$ cat src/core/flash_ctl_consts.svh
// constants for the flash lock and status controller: register offsets,
// field positions, reset values and bus timing counts.
// assumes a 200 MHz system clock and a 16-bit asynchronous flash bus.
`ifndef FLASH_CTL_CONSTS_SVH
`define FLASH_CTL_CONSTS_SVH

// flash bus shape
`define FL_ADDR_W        20
`define FL_DATA_W        16

// wishbone register byte offsets
`define REG_CTRL         8'h00
`define REG_ADDR         8'h04
`define REG_WDATA        8'h08
`define REG_PINCFG       8'h0c
`define REG_STATUS       8'h10
`define REG_LOCKCFG      8'h14

// control register fields
`define CTRL_OP_LSB      0
`define CTRL_GO_BIT      8
// pin config fields
`define PIN_PROTECT_BIT  0
`define PIN_USE_IDLE_BIT 1
// status register fields
`define STAT_BUSY_BIT    16
`define STAT_VALID_BIT   17

// operation codes written to the control register
`define OP_SET_LOCK      4'h1
`define OP_CLEAR_LOCK    4'h2
`define OP_SET_LOCKDOWN  4'h3
`define OP_READ_LOCK     4'h4
`define OP_READ_STATUS   4'h5
`define OP_PROGRAM       4'h6
`define OP_ERASE         4'h7

// engine status: only bits 7..1 carry meaning
`define SR_READY_BIT     7
`define SR_VALID_MASK    16'h00fe

// reset values
`define PINCFG_RESET     2'h0
`define OP_RESET         4'h0

// timing in ns and derived cycle counts at the clock rate
`define CLK_MHZ          200
`define T_WE_PULSE_NS    70
`define T_READ_ACC_NS    70
`define T_RECOVER_NS     30
`define WE_CYC   ((`T_WE_PULSE_NS * `CLK_MHZ + 999) / 1000)
`define ACC_CYC  ((`T_READ_ACC_NS * `CLK_MHZ + 999) / 1000)
`define REC_CYC  ((`T_RECOVER_NS * `CLK_MHZ + 999) / 1000)

`endif

$ cat src/core/flash_ctl_pkg.sv
// types for the flash lock and status controller.
// assumes flash_ctl_consts.svh is on the include path.
`include "flash_ctl_consts.svh"

package flash_ctl_pkg;

  // sequencer steps
  typedef enum logic [3:0] {
    ST_IDLE,
    ST_W1,
    ST_W2,
    ST_WAIT_IDLE,
    ST_POLL_CMD,
    ST_POLL_RD,
    ST_ID_CMD,
    ST_ID_RD,
    ST_ARRAY
  } step_t;

  // pins driven toward the flash
  typedef struct packed {
    logic                  ce_n;
    logic                  oe_n;
    logic                  we_n;
    logic                  rst_n;
    logic                  protect_accel_pin;
    logic [`FL_ADDR_W-1:0] addr;
    logic [`FL_DATA_W-1:0] dq;
    logic                  dq_oe;
  } flash_pins_t;

  // whole controller state
  typedef struct packed {
    step_t                 st;
    logic                  acc;
    logic                  ph;
    logic [7:0]            cnt;
    logic [3:0]            op;
    logic [1:0]            pincfg;
    logic [`FL_ADDR_W-1:0] addr_reg;
    logic [`FL_DATA_W-1:0] wdata;
    logic [`FL_DATA_W-1:0] rdata;
    logic [`FL_DATA_W-1:0] engine_status;
    logic                  status_valid;
    logic                  lock_bit;
    logic                  lockdown_bit;
    flash_pins_t           pins;
    logic                  wb_ack;
    logic [31:0]           wb_dat;
  } ctl_t;

endpackage

$ cat src/core/flash_lock_host.sv
// host-side controller for a parallel nor flash: issues lock commands,
// reads lock configuration and polls the engine status register.
// assumes flash pins are sampled synchronously and wishbone runs on clk_i.
`timescale 1ns/1ps
`include "flash_ctl_consts.svh"

// Notes on behaviour
// RL1: device locks block when lock-down set
// RL2: issue set, clear, lock-down per block
// RL3: pin rise keeps lock bits
// RL4: pin rise from 011 depends on history
// RL5: pin fall returns to low states
// RL6: pin fall from 110 locks block
// RL7: status sixteen bits, reserved bits masked
// RL8: status bit seven means engine ready
// RL9: status bit six means erase suspended
// RL10: status bit five means erase failed
// RL11: status bit four means program failed
// RL12: status bit three means bad pin level
// RL13: status bit two means program suspended
// RL14: status bit one means locked block abort
// RL15: ignore bits six to one while busy
// RL16: bits five and four together: bad sequence
// RL17: bit three sampled only by operations
// RL18: lock bit checked only by operations
// RL19: completion by ready bit or idle pin
// RL20: lock bits read after identifier command
// RL21: data bit zero locked, one locked-down
// RL22: reset leaves every block locked
// RL23: lock commands follow fixed state table
// RL24: locked blocks refuse erase and program
// RL25: each block keeps its own state
module flash_lock_host
  import flash_ctl_pkg::*;
#(
  parameter int             ADDR_W        = `FL_ADDR_W,
  parameter int             DATA_W        = `FL_DATA_W,
  parameter int             BLOCK_W       = 15,      // word address bits inside a block
  parameter logic [14:0]    LOCK_OFS      = 15'h0002, // lock config word in id space
  parameter logic [7:0]     CMD_LOCK_SET  = 8'h60,
  parameter logic [7:0]     CMD_SET_LOCK  = 8'h01,
  parameter logic [7:0]     CMD_CLR_LOCK  = 8'hd0,
  parameter logic [7:0]     CMD_LOCKDOWN  = 8'h2f,
  parameter logic [7:0]     CMD_READ_ID   = 8'h90,
  parameter logic [7:0]     CMD_READ_STAT = 8'h70,
  parameter logic [7:0]     CMD_READ_ARR  = 8'hff,
  parameter logic [7:0]     CMD_PROGRAM   = 8'h40,
  parameter logic [7:0]     CMD_ERASE     = 8'h20,
  parameter logic [7:0]     CMD_CONFIRM   = 8'hd0
) (
  // clock and reset
  input  wire logic               clk_i,
  input  wire logic               rst_i,
  // wishbone slave
  input  wire logic               wb_cyc_i,
  input  wire logic               wb_stb_i,
  input  wire logic               wb_we_i,
  input  wire logic [7:0]         wb_adr_i,
  input  wire logic [3:0]         wb_sel_i,
  input  wire logic [31:0]        wb_dat_i,
  output logic      [31:0]        wb_dat_o,
  output logic                    wb_ack_o,
  // flash side
  input  wire logic [`FL_DATA_W-1:0] dq_i,
  input  wire logic               engine_idle_pin_i,
  output flash_pins_t             flash_o
);

  // the package struct fixes the flash bus shape, so refuse anything else
  if (ADDR_W != `FL_ADDR_W || DATA_W != `FL_DATA_W || BLOCK_W > 15 || BLOCK_W >= ADDR_W) begin : g_bad_param
    $error("flash_lock_host: unsupported address, data or block width");
  end

  localparam logic [7:0] WE_N  = 8'(`WE_CYC - 1);
  localparam logic [7:0] ACC_N = 8'(`ACC_CYC - 1);
  localparam logic [7:0] REC_N = 8'(`REC_CYC - 1);

  ctl_t                  q;          // registered state
  ctl_t                  next_q;     // next state
  logic                  step_done;  // current bus access fully finished
  logic                  wb_hit;     // new wishbone request this cycle
  logic [7:0]            cmd_byte;   // command byte of the second write step
  logic [ADDR_W-1:0]     id_addr;    // lock config location of target block

  assign step_done = q.acc & q.ph & (q.cnt == 8'h00);
  assign wb_hit    = wb_cyc_i & wb_stb_i & ~q.wb_ack;
  // lock configuration is read inside the addressed block only
  assign id_addr   = {q.addr_reg[ADDR_W-1:BLOCK_W], LOCK_OFS[BLOCK_W-1:0]}; // RL25

  // second write of each two-cycle command except program, which writes its data
  always_comb begin
    unique case (q.op)
      `OP_SET_LOCK:     cmd_byte = CMD_SET_LOCK;  // RL2
      `OP_CLEAR_LOCK:   cmd_byte = CMD_CLR_LOCK;  // RL2
      `OP_SET_LOCKDOWN: cmd_byte = CMD_LOCKDOWN;  // RL2
      `OP_ERASE:        cmd_byte = CMD_CONFIRM;
      default:          cmd_byte = 8'h00;
    endcase
  end

  // whole controller: register file, sequencer and flash bus timing
  always_comb begin
    next_q = q;
    next_q.wb_ack = 1'b0;

    // wishbone slave, one-cycle answer, ack drops the cycle after
    if (wb_hit) begin
      next_q.wb_ack = 1'b1;
      next_q.wb_dat = 32'h0000_0000;
      if (wb_we_i) begin
        unique case (wb_adr_i)
          `REG_CTRL: begin
            // a new order while busy is dropped, never queued
            if (wb_sel_i[1] && wb_dat_i[`CTRL_GO_BIT] && q.st == ST_IDLE && wb_sel_i[0]) begin
              next_q.op = wb_dat_i[`CTRL_OP_LSB +: 4];
              next_q.st = ST_IDLE;
              unique case (wb_dat_i[`CTRL_OP_LSB +: 4])
                `OP_SET_LOCK, `OP_CLEAR_LOCK, `OP_SET_LOCKDOWN,
                `OP_PROGRAM, `OP_ERASE: next_q.st = ST_W1;
                `OP_READ_LOCK:          next_q.st = ST_ID_CMD; // RL20
                `OP_READ_STATUS:        next_q.st = ST_POLL_CMD;
                default:                next_q.st = ST_IDLE;
              endcase
              if (next_q.st != ST_IDLE) begin
                next_q.status_valid = 1'b0;
              end
            end
          end
          `REG_ADDR: begin
            if (q.st == ST_IDLE && wb_sel_i == 4'hf) begin
              next_q.addr_reg = wb_dat_i[ADDR_W-1:0];
            end
          end
          `REG_WDATA: begin
            if (q.st == ST_IDLE && wb_sel_i[1:0] == 2'h3) begin
              next_q.wdata = wb_dat_i[DATA_W-1:0];
            end
          end
          `REG_PINCFG: begin
            if (wb_sel_i[0]) begin
              next_q.pincfg = wb_dat_i[1:0];
            end
          end
          default: begin
            // read-only or unmapped: acknowledged, ignored
          end
        endcase
      end else begin
        unique case (wb_adr_i)
          `REG_CTRL:    next_q.wb_dat = {28'h0, q.op};
          `REG_ADDR:    next_q.wb_dat = 32'(q.addr_reg);
          `REG_WDATA:   next_q.wb_dat = 32'(q.wdata);
          `REG_PINCFG:  next_q.wb_dat = {30'h0, q.pincfg};
          `REG_STATUS:  next_q.wb_dat = {14'h0, q.status_valid, q.st != ST_IDLE, q.engine_status};
          `REG_LOCKCFG: next_q.wb_dat = {30'h0, q.lockdown_bit, q.lock_bit};
          default:      next_q.wb_dat = 32'h0000_0000;
        endcase
      end
    end

    // protect pin follows software; the flash moves its own block states
    next_q.pins.protect_accel_pin = q.pincfg[`PIN_PROTECT_BIT]; // RL3 RL5
    next_q.pins.rst_n             = 1'b1;

    // launch a bus access for the current step
    if (!q.acc && q.st != ST_IDLE && q.st != ST_WAIT_IDLE) begin
      next_q.acc       = 1'b1;
      next_q.ph        = 1'b0;
      next_q.pins.ce_n = 1'b0;
      unique case (q.st)
        ST_POLL_RD, ST_ID_RD: begin
          next_q.pins.oe_n  = 1'b0;
          next_q.pins.dq_oe = 1'b0;
          next_q.cnt        = ACC_N;
          next_q.pins.addr  = (q.st == ST_ID_RD) ? id_addr : q.addr_reg;
        end
        default: begin
          next_q.pins.we_n  = 1'b0;
          next_q.pins.dq_oe = 1'b1;
          next_q.cnt        = WE_N;
          next_q.pins.addr  = q.addr_reg;
          unique case (q.st)
            ST_W1: begin
              if (q.op == `OP_PROGRAM) begin
                next_q.pins.dq = 16'(CMD_PROGRAM);
              end else if (q.op == `OP_ERASE) begin
                next_q.pins.dq = 16'(CMD_ERASE);
              end else begin
                next_q.pins.dq = 16'(CMD_LOCK_SET); // RL2
              end
            end
            ST_W2:       next_q.pins.dq = (q.op == `OP_PROGRAM) ? q.wdata : 16'(cmd_byte);
            ST_POLL_CMD: next_q.pins.dq = 16'(CMD_READ_STAT);
            ST_ID_CMD:   next_q.pins.dq = 16'(CMD_READ_ID); // RL20
            default:     next_q.pins.dq = 16'(CMD_READ_ARR);
          endcase
        end
      endcase
    end else if (q.acc && q.cnt != 8'h00) begin
      // strobe or recovery still running
      next_q.cnt = q.cnt - 8'h01;
    end else if (q.acc && !q.ph) begin
      // strobe ends: catch read data, release strobes, hold data for recovery
      if (!q.pins.oe_n) begin
        next_q.rdata = dq_i;
      end
      next_q.pins.ce_n = 1'b1;
      next_q.pins.oe_n = 1'b1;
      next_q.pins.we_n = 1'b1;
      next_q.ph        = 1'b1;
      next_q.cnt       = REC_N;
    end else if (step_done) begin
      next_q.acc        = 1'b0;
      next_q.ph         = 1'b0;
      next_q.pins.dq_oe = 1'b0;
    end

    // sequencer advance once the access of the step is over
    if (step_done) begin
      unique case (q.st)
        ST_W1: next_q.st = ST_W2;
        // the device checks lock bit and pin level itself; we only poll
        ST_W2: next_q.st = q.pincfg[`PIN_USE_IDLE_BIT] ? ST_WAIT_IDLE : ST_POLL_CMD; // RL17 RL18 RL24
        ST_POLL_CMD: next_q.st = ST_POLL_RD;
        ST_POLL_RD: begin
          // bits 6..1 mean nothing until ready reads 1, so keep re-reading
          if (q.rdata[`SR_READY_BIT]) begin // RL8 RL15 RL19
            next_q.engine_status = q.rdata & `SR_VALID_MASK; // RL7 RL9 RL10 RL11 RL12 RL13 RL14 RL16
            next_q.status_valid  = 1'b1;
            next_q.st            = ST_ARRAY;
          end
        end
        ST_ID_CMD: next_q.st = ST_ID_RD;
        ST_ID_RD: begin
          next_q.lock_bit     = q.rdata[0]; // RL21
          next_q.lockdown_bit = q.rdata[1]; // RL21
          next_q.st           = ST_ARRAY;
        end
        ST_ARRAY: next_q.st = ST_IDLE;
        default:  next_q.st = ST_IDLE;
      endcase
    end

    // idle pin mode: wait for the pin, then confirm through the status word;
    // the pin may still read idle just after the command, so the poll stays
    if (q.st == ST_WAIT_IDLE && engine_idle_pin_i) begin // RL19
      next_q.st = ST_POLL_CMD;
    end
  end

  // single register stage for all state
  always_ff @(posedge clk_i) begin
    if (rst_i) begin
      q                          <= '0;
      q.st                       <= ST_IDLE;
      q.op                       <= `OP_RESET;
      q.pincfg                   <= `PINCFG_RESET;
      q.pins.ce_n                <= 1'b1;
      q.pins.oe_n                <= 1'b1;
      q.pins.we_n                <= 1'b1;
      q.pins.rst_n               <= 1'b0; // flash held in reset: all blocks come back locked
      q.pins.protect_accel_pin   <= 1'b0;
    end else begin
      q <= next_q;
    end
  end

  // outputs come straight from the state flops
  assign flash_o  = q.pins;
  assign wb_ack_o = q.wb_ack;
  assign wb_dat_o = q.wb_dat;

endmodule

$ cat config.mk
export PLATFORM = sky130hd
export DESIGN_NAME = flash_lock_host
export DESIGN_NICKNAME = d
export VERILOG_FILES = /design/src/core/flash_ctl_pkg.sv /design/src/core/flash_lock_host.sv
export VERILOG_INCLUDE_DIRS = /design/src /design/src/core
export SDC_FILE = /design/constraint.sdc
export NUM_CORES = 1
export LEC_CHECK = 0
export BUFFER_PORTS_ARGS = -buffer_cell sky130_fd_sc_hd__buf_2
export CAP_MARGIN = 15
export CORE_ASPECT_RATIO = 0.8
export CORE_MARGIN = 2
export CORE_UTILIZATION = 45
export DETAILED_ROUTE_END_ITERATION = 6
export PLACE_DENSITY = 0.69
export SLEW_MARGIN = 20
export SYNTH_ARGS = -nofsm -noshare
export SYNTH_HDL_FRONTEND = slang
export SYNTH_SLANG_ARGS = --single-unit
$ cat constraint.sdc
create_clock -name clk_i -period 2.05 [get_ports clk_i]
set_input_delay 0.41 -clock clk_i [delete_from_list [all_inputs] [get_ports clk_i]]
set_output_delay 0.41 -clock clk_i [all_outputs]
set_load 0.02 [all_outputs]
==> impl_metrics.prom <==
# TYPE chip_impl_metric gauge
chip_impl_metric{name="drt-initial-drc-count",unit=""} 645
chip_impl_metric{name="maxCapViolCount",unit=""} 0
chip_impl_metric{name="final_antenna_net_count",unit=""} 0
chip_impl_metric{name="initial_utilization",unit="%"} 46.14
chip_impl_metric{name="clock.fmax",unit="GHz"} 0.5079
chip_impl_metric{name="sum_of_routed_wire_length_over_all_layers",unit="um"} 18740
chip_impl_metric{name="netlist.area_leader.share",unit="%"} 41.58
chip_impl_metric{name="ctsHoldBuffers",unit=""} 0
chip_impl_info{name="critical-path-top-delay-family",value="simple AND/OR/NAND/NOR gates"} 1
chip_impl_metric{name="powerDensity",unit="nW/um^2"} 799.8
chip_impl_metric{name="dieWidth",unit="um"} 139.4
chip_impl_metric{name="via_count",unit=""} 5897
chip_impl_metric{name="htreeDepth",unit=""} 4
chip_impl_metric{name="clockBufferDepth",unit=""} 2
chip_impl_info{name="cp-end-kind",value="flop"} 1
chip_impl_info{name="cts_root_buffer",value="sky130_fd_sc_hd__clkbuf_16"} 1
chip_impl_info{name="critPathSlowestCell",value="sky130_fd_sc_hd__or4b_4"} 1
chip_impl_metric{name="max_stage_delay",unit="ns"} 0.47
chip_impl_info{name="tritoncts",value="done"} 1
chip_impl_info{name="cp_common_cell",value="sky130_fd_sc_hd__buf_4"} 1
chip_impl_metric{name="leakage_power_total",unit="nW"} 2.974
chip_impl_metric{name="coreArea",unit="um^2"} 14300
chip_impl_metric{name="chipHeight",unit="um"} 112.3
chip_impl_info{name="worstPathCellList",value="inv_2 -> ha_2 -> or4b_4 -> buf_6 -> nor3_2 -> buf_4 -> buf_4 -> a41o_1 -> a31oi_1"} 1
chip_impl_info{name="synth_common_cells",value="sky130_fd_sc_hd__dfxtp_1, sky130_fd_sc_hd__buf_4, sky130_fd_sc_hd__nand2_1, sky130_fd_sc_hd__a21oi_1, sky130_fd_sc_hd__o21ai_0"} 1
chip_impl_metric{name="synth.cell_area",unit="um^2"} 6596
chip_impl_metric{name="total_power",unit="mW"} 6.153
chip_impl_metric{name="cts_num_sinks",unit=""} 137
chip_impl_metric{name="syn-instance-count",unit=""} 761
chip_impl_metric{name="final_hold_vio_count",unit=""} 0
chip_impl_metric{name="ys_async_rst_share",unit="%"} 0
chip_impl_metric{name="clock_insertion_delay_worst_skew",unit="ns"} 0.42
chip_impl_info{name="worst_path_class_setup",value="reg2reg"} 1
chip_impl_metric{name="cts_buffers",unit=""} 17
chip_impl_info{name="synth_most_common_cell",value="sky130_fd_sc_hd__dfxtp_1"} 1
chip_impl_info{name="grt_setup_unrepaired",value="no"} 1
chip_impl_metric{name="finalCoreUtilization",unit="%"} 53.81
chip_impl_metric{name="tns",unit="ns"} 0
chip_impl_metric{name="antennaDiodeCount",unit=""} 0
chip_impl_info{name="synth_top_cell_by_area",value="sky130_fd_sc_hd__dfxtp_1"} 1
chip_impl_metric{name="grt_pass1_wl",unit="um"} 28830
chip_impl_info{name="run_status",value="complete, no violations"} 1
chip_impl_metric{name="num-nets-final",unit=""} 890
chip_impl_metric{name="dp.final_hpwl",unit="um"} 13490
chip_impl_metric{name="synth_cell_type_count",unit=""} 65
chip_impl_metric{name="overall_die_area",unit="um^2"} 15650
chip_impl_metric{name="min_period_over_period",unit="%"} 96.03
chip_impl_metric{name="rows",unit=""} 39
chip_impl_metric{name="setup_viol",unit=""} 0
chip_impl_info{name="synth_area_leaders",value="sky130_fd_sc_hd__dfxtp_1, sky130_fd_sc_hd__buf_4, sky130_fd_sc_hd__a21oi_1, sky130_fd_sc_hd__a22o_1, sky130_fd_sc_hd__o21ai_0"} 1
chip_impl_info{name="critical_path.startpoint_type",value="flop"} 1
chip_impl_metric{name="largest_voltage_drop_on_the_vdd_net",unit="mV"} 0.5926
chip_impl_metric{name="worst-path-buf-inv",unit=""} 4
chip_impl_metric{name="fin_worst_skew",unit="ns"} 0.007969
chip_impl_info{name="hold_path_class",value="in2reg"} 1
chip_impl_metric{name="syn_avg_cell_area",unit="um^2"} 8.668
chip_impl_metric{name="area.growth.synth_to_final",unit="%"} 16.64
chip_impl_metric{name="port_buffers",unit=""} 108
chip_impl_metric{name="ys.warnings.count",unit=""} 0
chip_impl_metric{name="critPathArrivalTime",unit="ns"} 2.27
chip_impl_info{name="synth_flop_cell",value="sky130_fd_sc_hd__dfxtp_1"} 1
chip_impl_metric{name="synth_seq_area_share",unit="%"} 41.58
chip_impl_metric{name="worst_setup_hold_path_clk_slew",unit="ns"} 0.06
chip_impl_metric{name="cp_max_fo",unit=""} 8
chip_impl_metric{name="grt_pass1_vias",unit=""} 5175
chip_impl_metric{name="drt_pre_antenna_iters",unit=""} 5
chip_impl_metric{name="grtUsageTotal",unit="%"} 23.46
chip_impl_metric{name="io_pins",unit=""} 141
chip_impl_metric{name="period_needed",unit="ns"} 1.969
chip_impl_metric{name="max_slew.worst_pin.slew",unit="ns"} 0.6183
chip_impl_metric{name="routedWlPerCell",unit="um"} 18.42
chip_impl_metric{name="synth_seq_cells",unit=""} 137
chip_impl_metric{name="antenna_found_initial",unit=""} 0
chip_impl_metric{name="drc_errors",unit=""} 0
chip_impl_metric{name="place.gp.congestion",unit=""} 0.9308
chip_impl_metric{name="slew-limit-headroom",unit="%"} 58.73
chip_impl_metric{name="grt-ovfl-total",unit=""} 0
chip_impl_metric{name="timing_max_transition_violations_final",unit=""} 0
chip_impl_metric{name="via_per_inst",unit=""} 5.798
chip_impl_metric{name="post_route_cells_drive_above_1_share",unit="%"} 25.93
chip_impl_metric{name="grt_start_max_net_pins",unit=""} 34
chip_impl_metric{name="worst_ep_required",unit="ns"} 2.35
chip_impl_metric{name="synth_enable_flop_cells",unit=""} 0
## layout make-up
class                      instances  area (um^2)
fill                            1322         6604
multi-input combinational        497         3113
sequential                       137         2744
tap                              184        230.2
clock buffer                      18        439.2
inverter                           7        26.28
timing repair buffer             162        965.9
clock inverter                    12        175.2
## metrics by stage
step	cell area, um^2	hold WS (ns)	setup slack, ns	instances
detailed placement	7010	0.4413	0.02426	983
CTS	7625	0.2182	0.003294	1013
finish	7694	0.2253	0.08129	1017
global placement	7010	0.4437	0.07000	983
floorplan	6644	0.4284	0.03541	772
global route	7694	0.2345	0.001446	1017
## final timing paths
path	startpoint	to	slack, ns	cells after the start
max	q[152]$_SDFFE_PP0P_	q[164]$_SDFF_PP0_	0.08	9
min	dq_i[3]	q[97]$_SDFFE_PP0P_	0.23	3
max reg2reg	q[152]$_SDFFE_PP0P_	q[164]$_SDFF_PP0_	0.08	9
min reg2reg	wb_dat_o[18]$_SDFFE_PP0P_	wb_dat_o[18]$_SDFFE_PP0P_	0.45	2
## registers in the layout, summed over array words and instances, names as in the netlist
| signal | cells |
|---|---|
| q | 68 |
| flash_o | 42 |
| wb_dat_o | 20 |
| id_addr | 5 |
| next_q | 1 |
| wb_ack_o | 1 |
## power by group
| part | switching [mW] | internal [mW] |
|---|---|---|
| logic | 0.180 | 0.0797 |
| clock network | 1.18 | 2.05 |
| registers | 0.00116 | 2.66 |
| total | 1.36 | 4.80 |
## kinds of logic (layout without fill, tap and decap cells)
family          Yosys count  after routing  synth area share [%]
simple gates            236            236                 19.12
buf+inv                 138            199                 12.41
xor+xnor                  7              7                0.9295
flops                   137            137                 41.58
mux                      30             30                 4.799
fa+ha+maj                 2              2                0.3793
compound gates          210            210                 20.73
other cells               1             12               0.05685
## worst register-to-register path: stages, from the launching register on
cell,delay (ns)
sky130_fd_sc_hd__dfxtp_2,0.33
sky130_fd_sc_hd__inv_2,0.06
sky130_fd_sc_hd__ha_2,0.18
sky130_fd_sc_hd__or4b_4,0.47
sky130_fd_sc_hd__buf_6,0.15
sky130_fd_sc_hd__nor3_2,0.15
sky130_fd_sc_hd__buf_4,0.18
sky130_fd_sc_hd__buf_4,0.11
sky130_fd_sc_hd__a41o_1,0.17
sky130_fd_sc_hd__a31oi_1,0.04
## cell usage in the layout, fill, tap and decap left out, drive strengths merged, types with 5 or more instances in the layout
| cell type | instances |
|---|---|
| buf | 162 |
| dfxtp | 137 |
| nand2 | 62 |
| a21oi | 61 |
| o21ai | 53 |
| nor2 | 44 |
| a22o | 33 |
| nand4 | 32 |
| mux2i | 26 |
| clkbuf | 18 |
| nor3 | 17 |
| nand3 | 13 |
| a22oi | 13 |
| conb | 12 |
| a211oi | 10 |
| nor4 | 10 |
| nor2b | 8 |
| or3 | 8 |
| inv | 8 |
| nand2b | 7 |
| o2bb2ai | 7 |
| and2 | 6 |
| and3 | 5 |
| xnor2 | 5 |
## routing by layer
metal	part of all wire (%)	GRT usage, %	up-vias	wire length, um
met5	0	0	-	0
met4	1.4	6.936	0	267
met3	8.8	6.527	24	1655
met2	41	32.42	274	7732
met1	48	35.30	2788	9081
li1	-	-	2811	-
## repair_timing
item                                    CTS  global route
endpoints found under the setup margin    0            22
setup buffers                             0             4
gates resized for setup                   0            12
(Power assumes the default switching activity.)
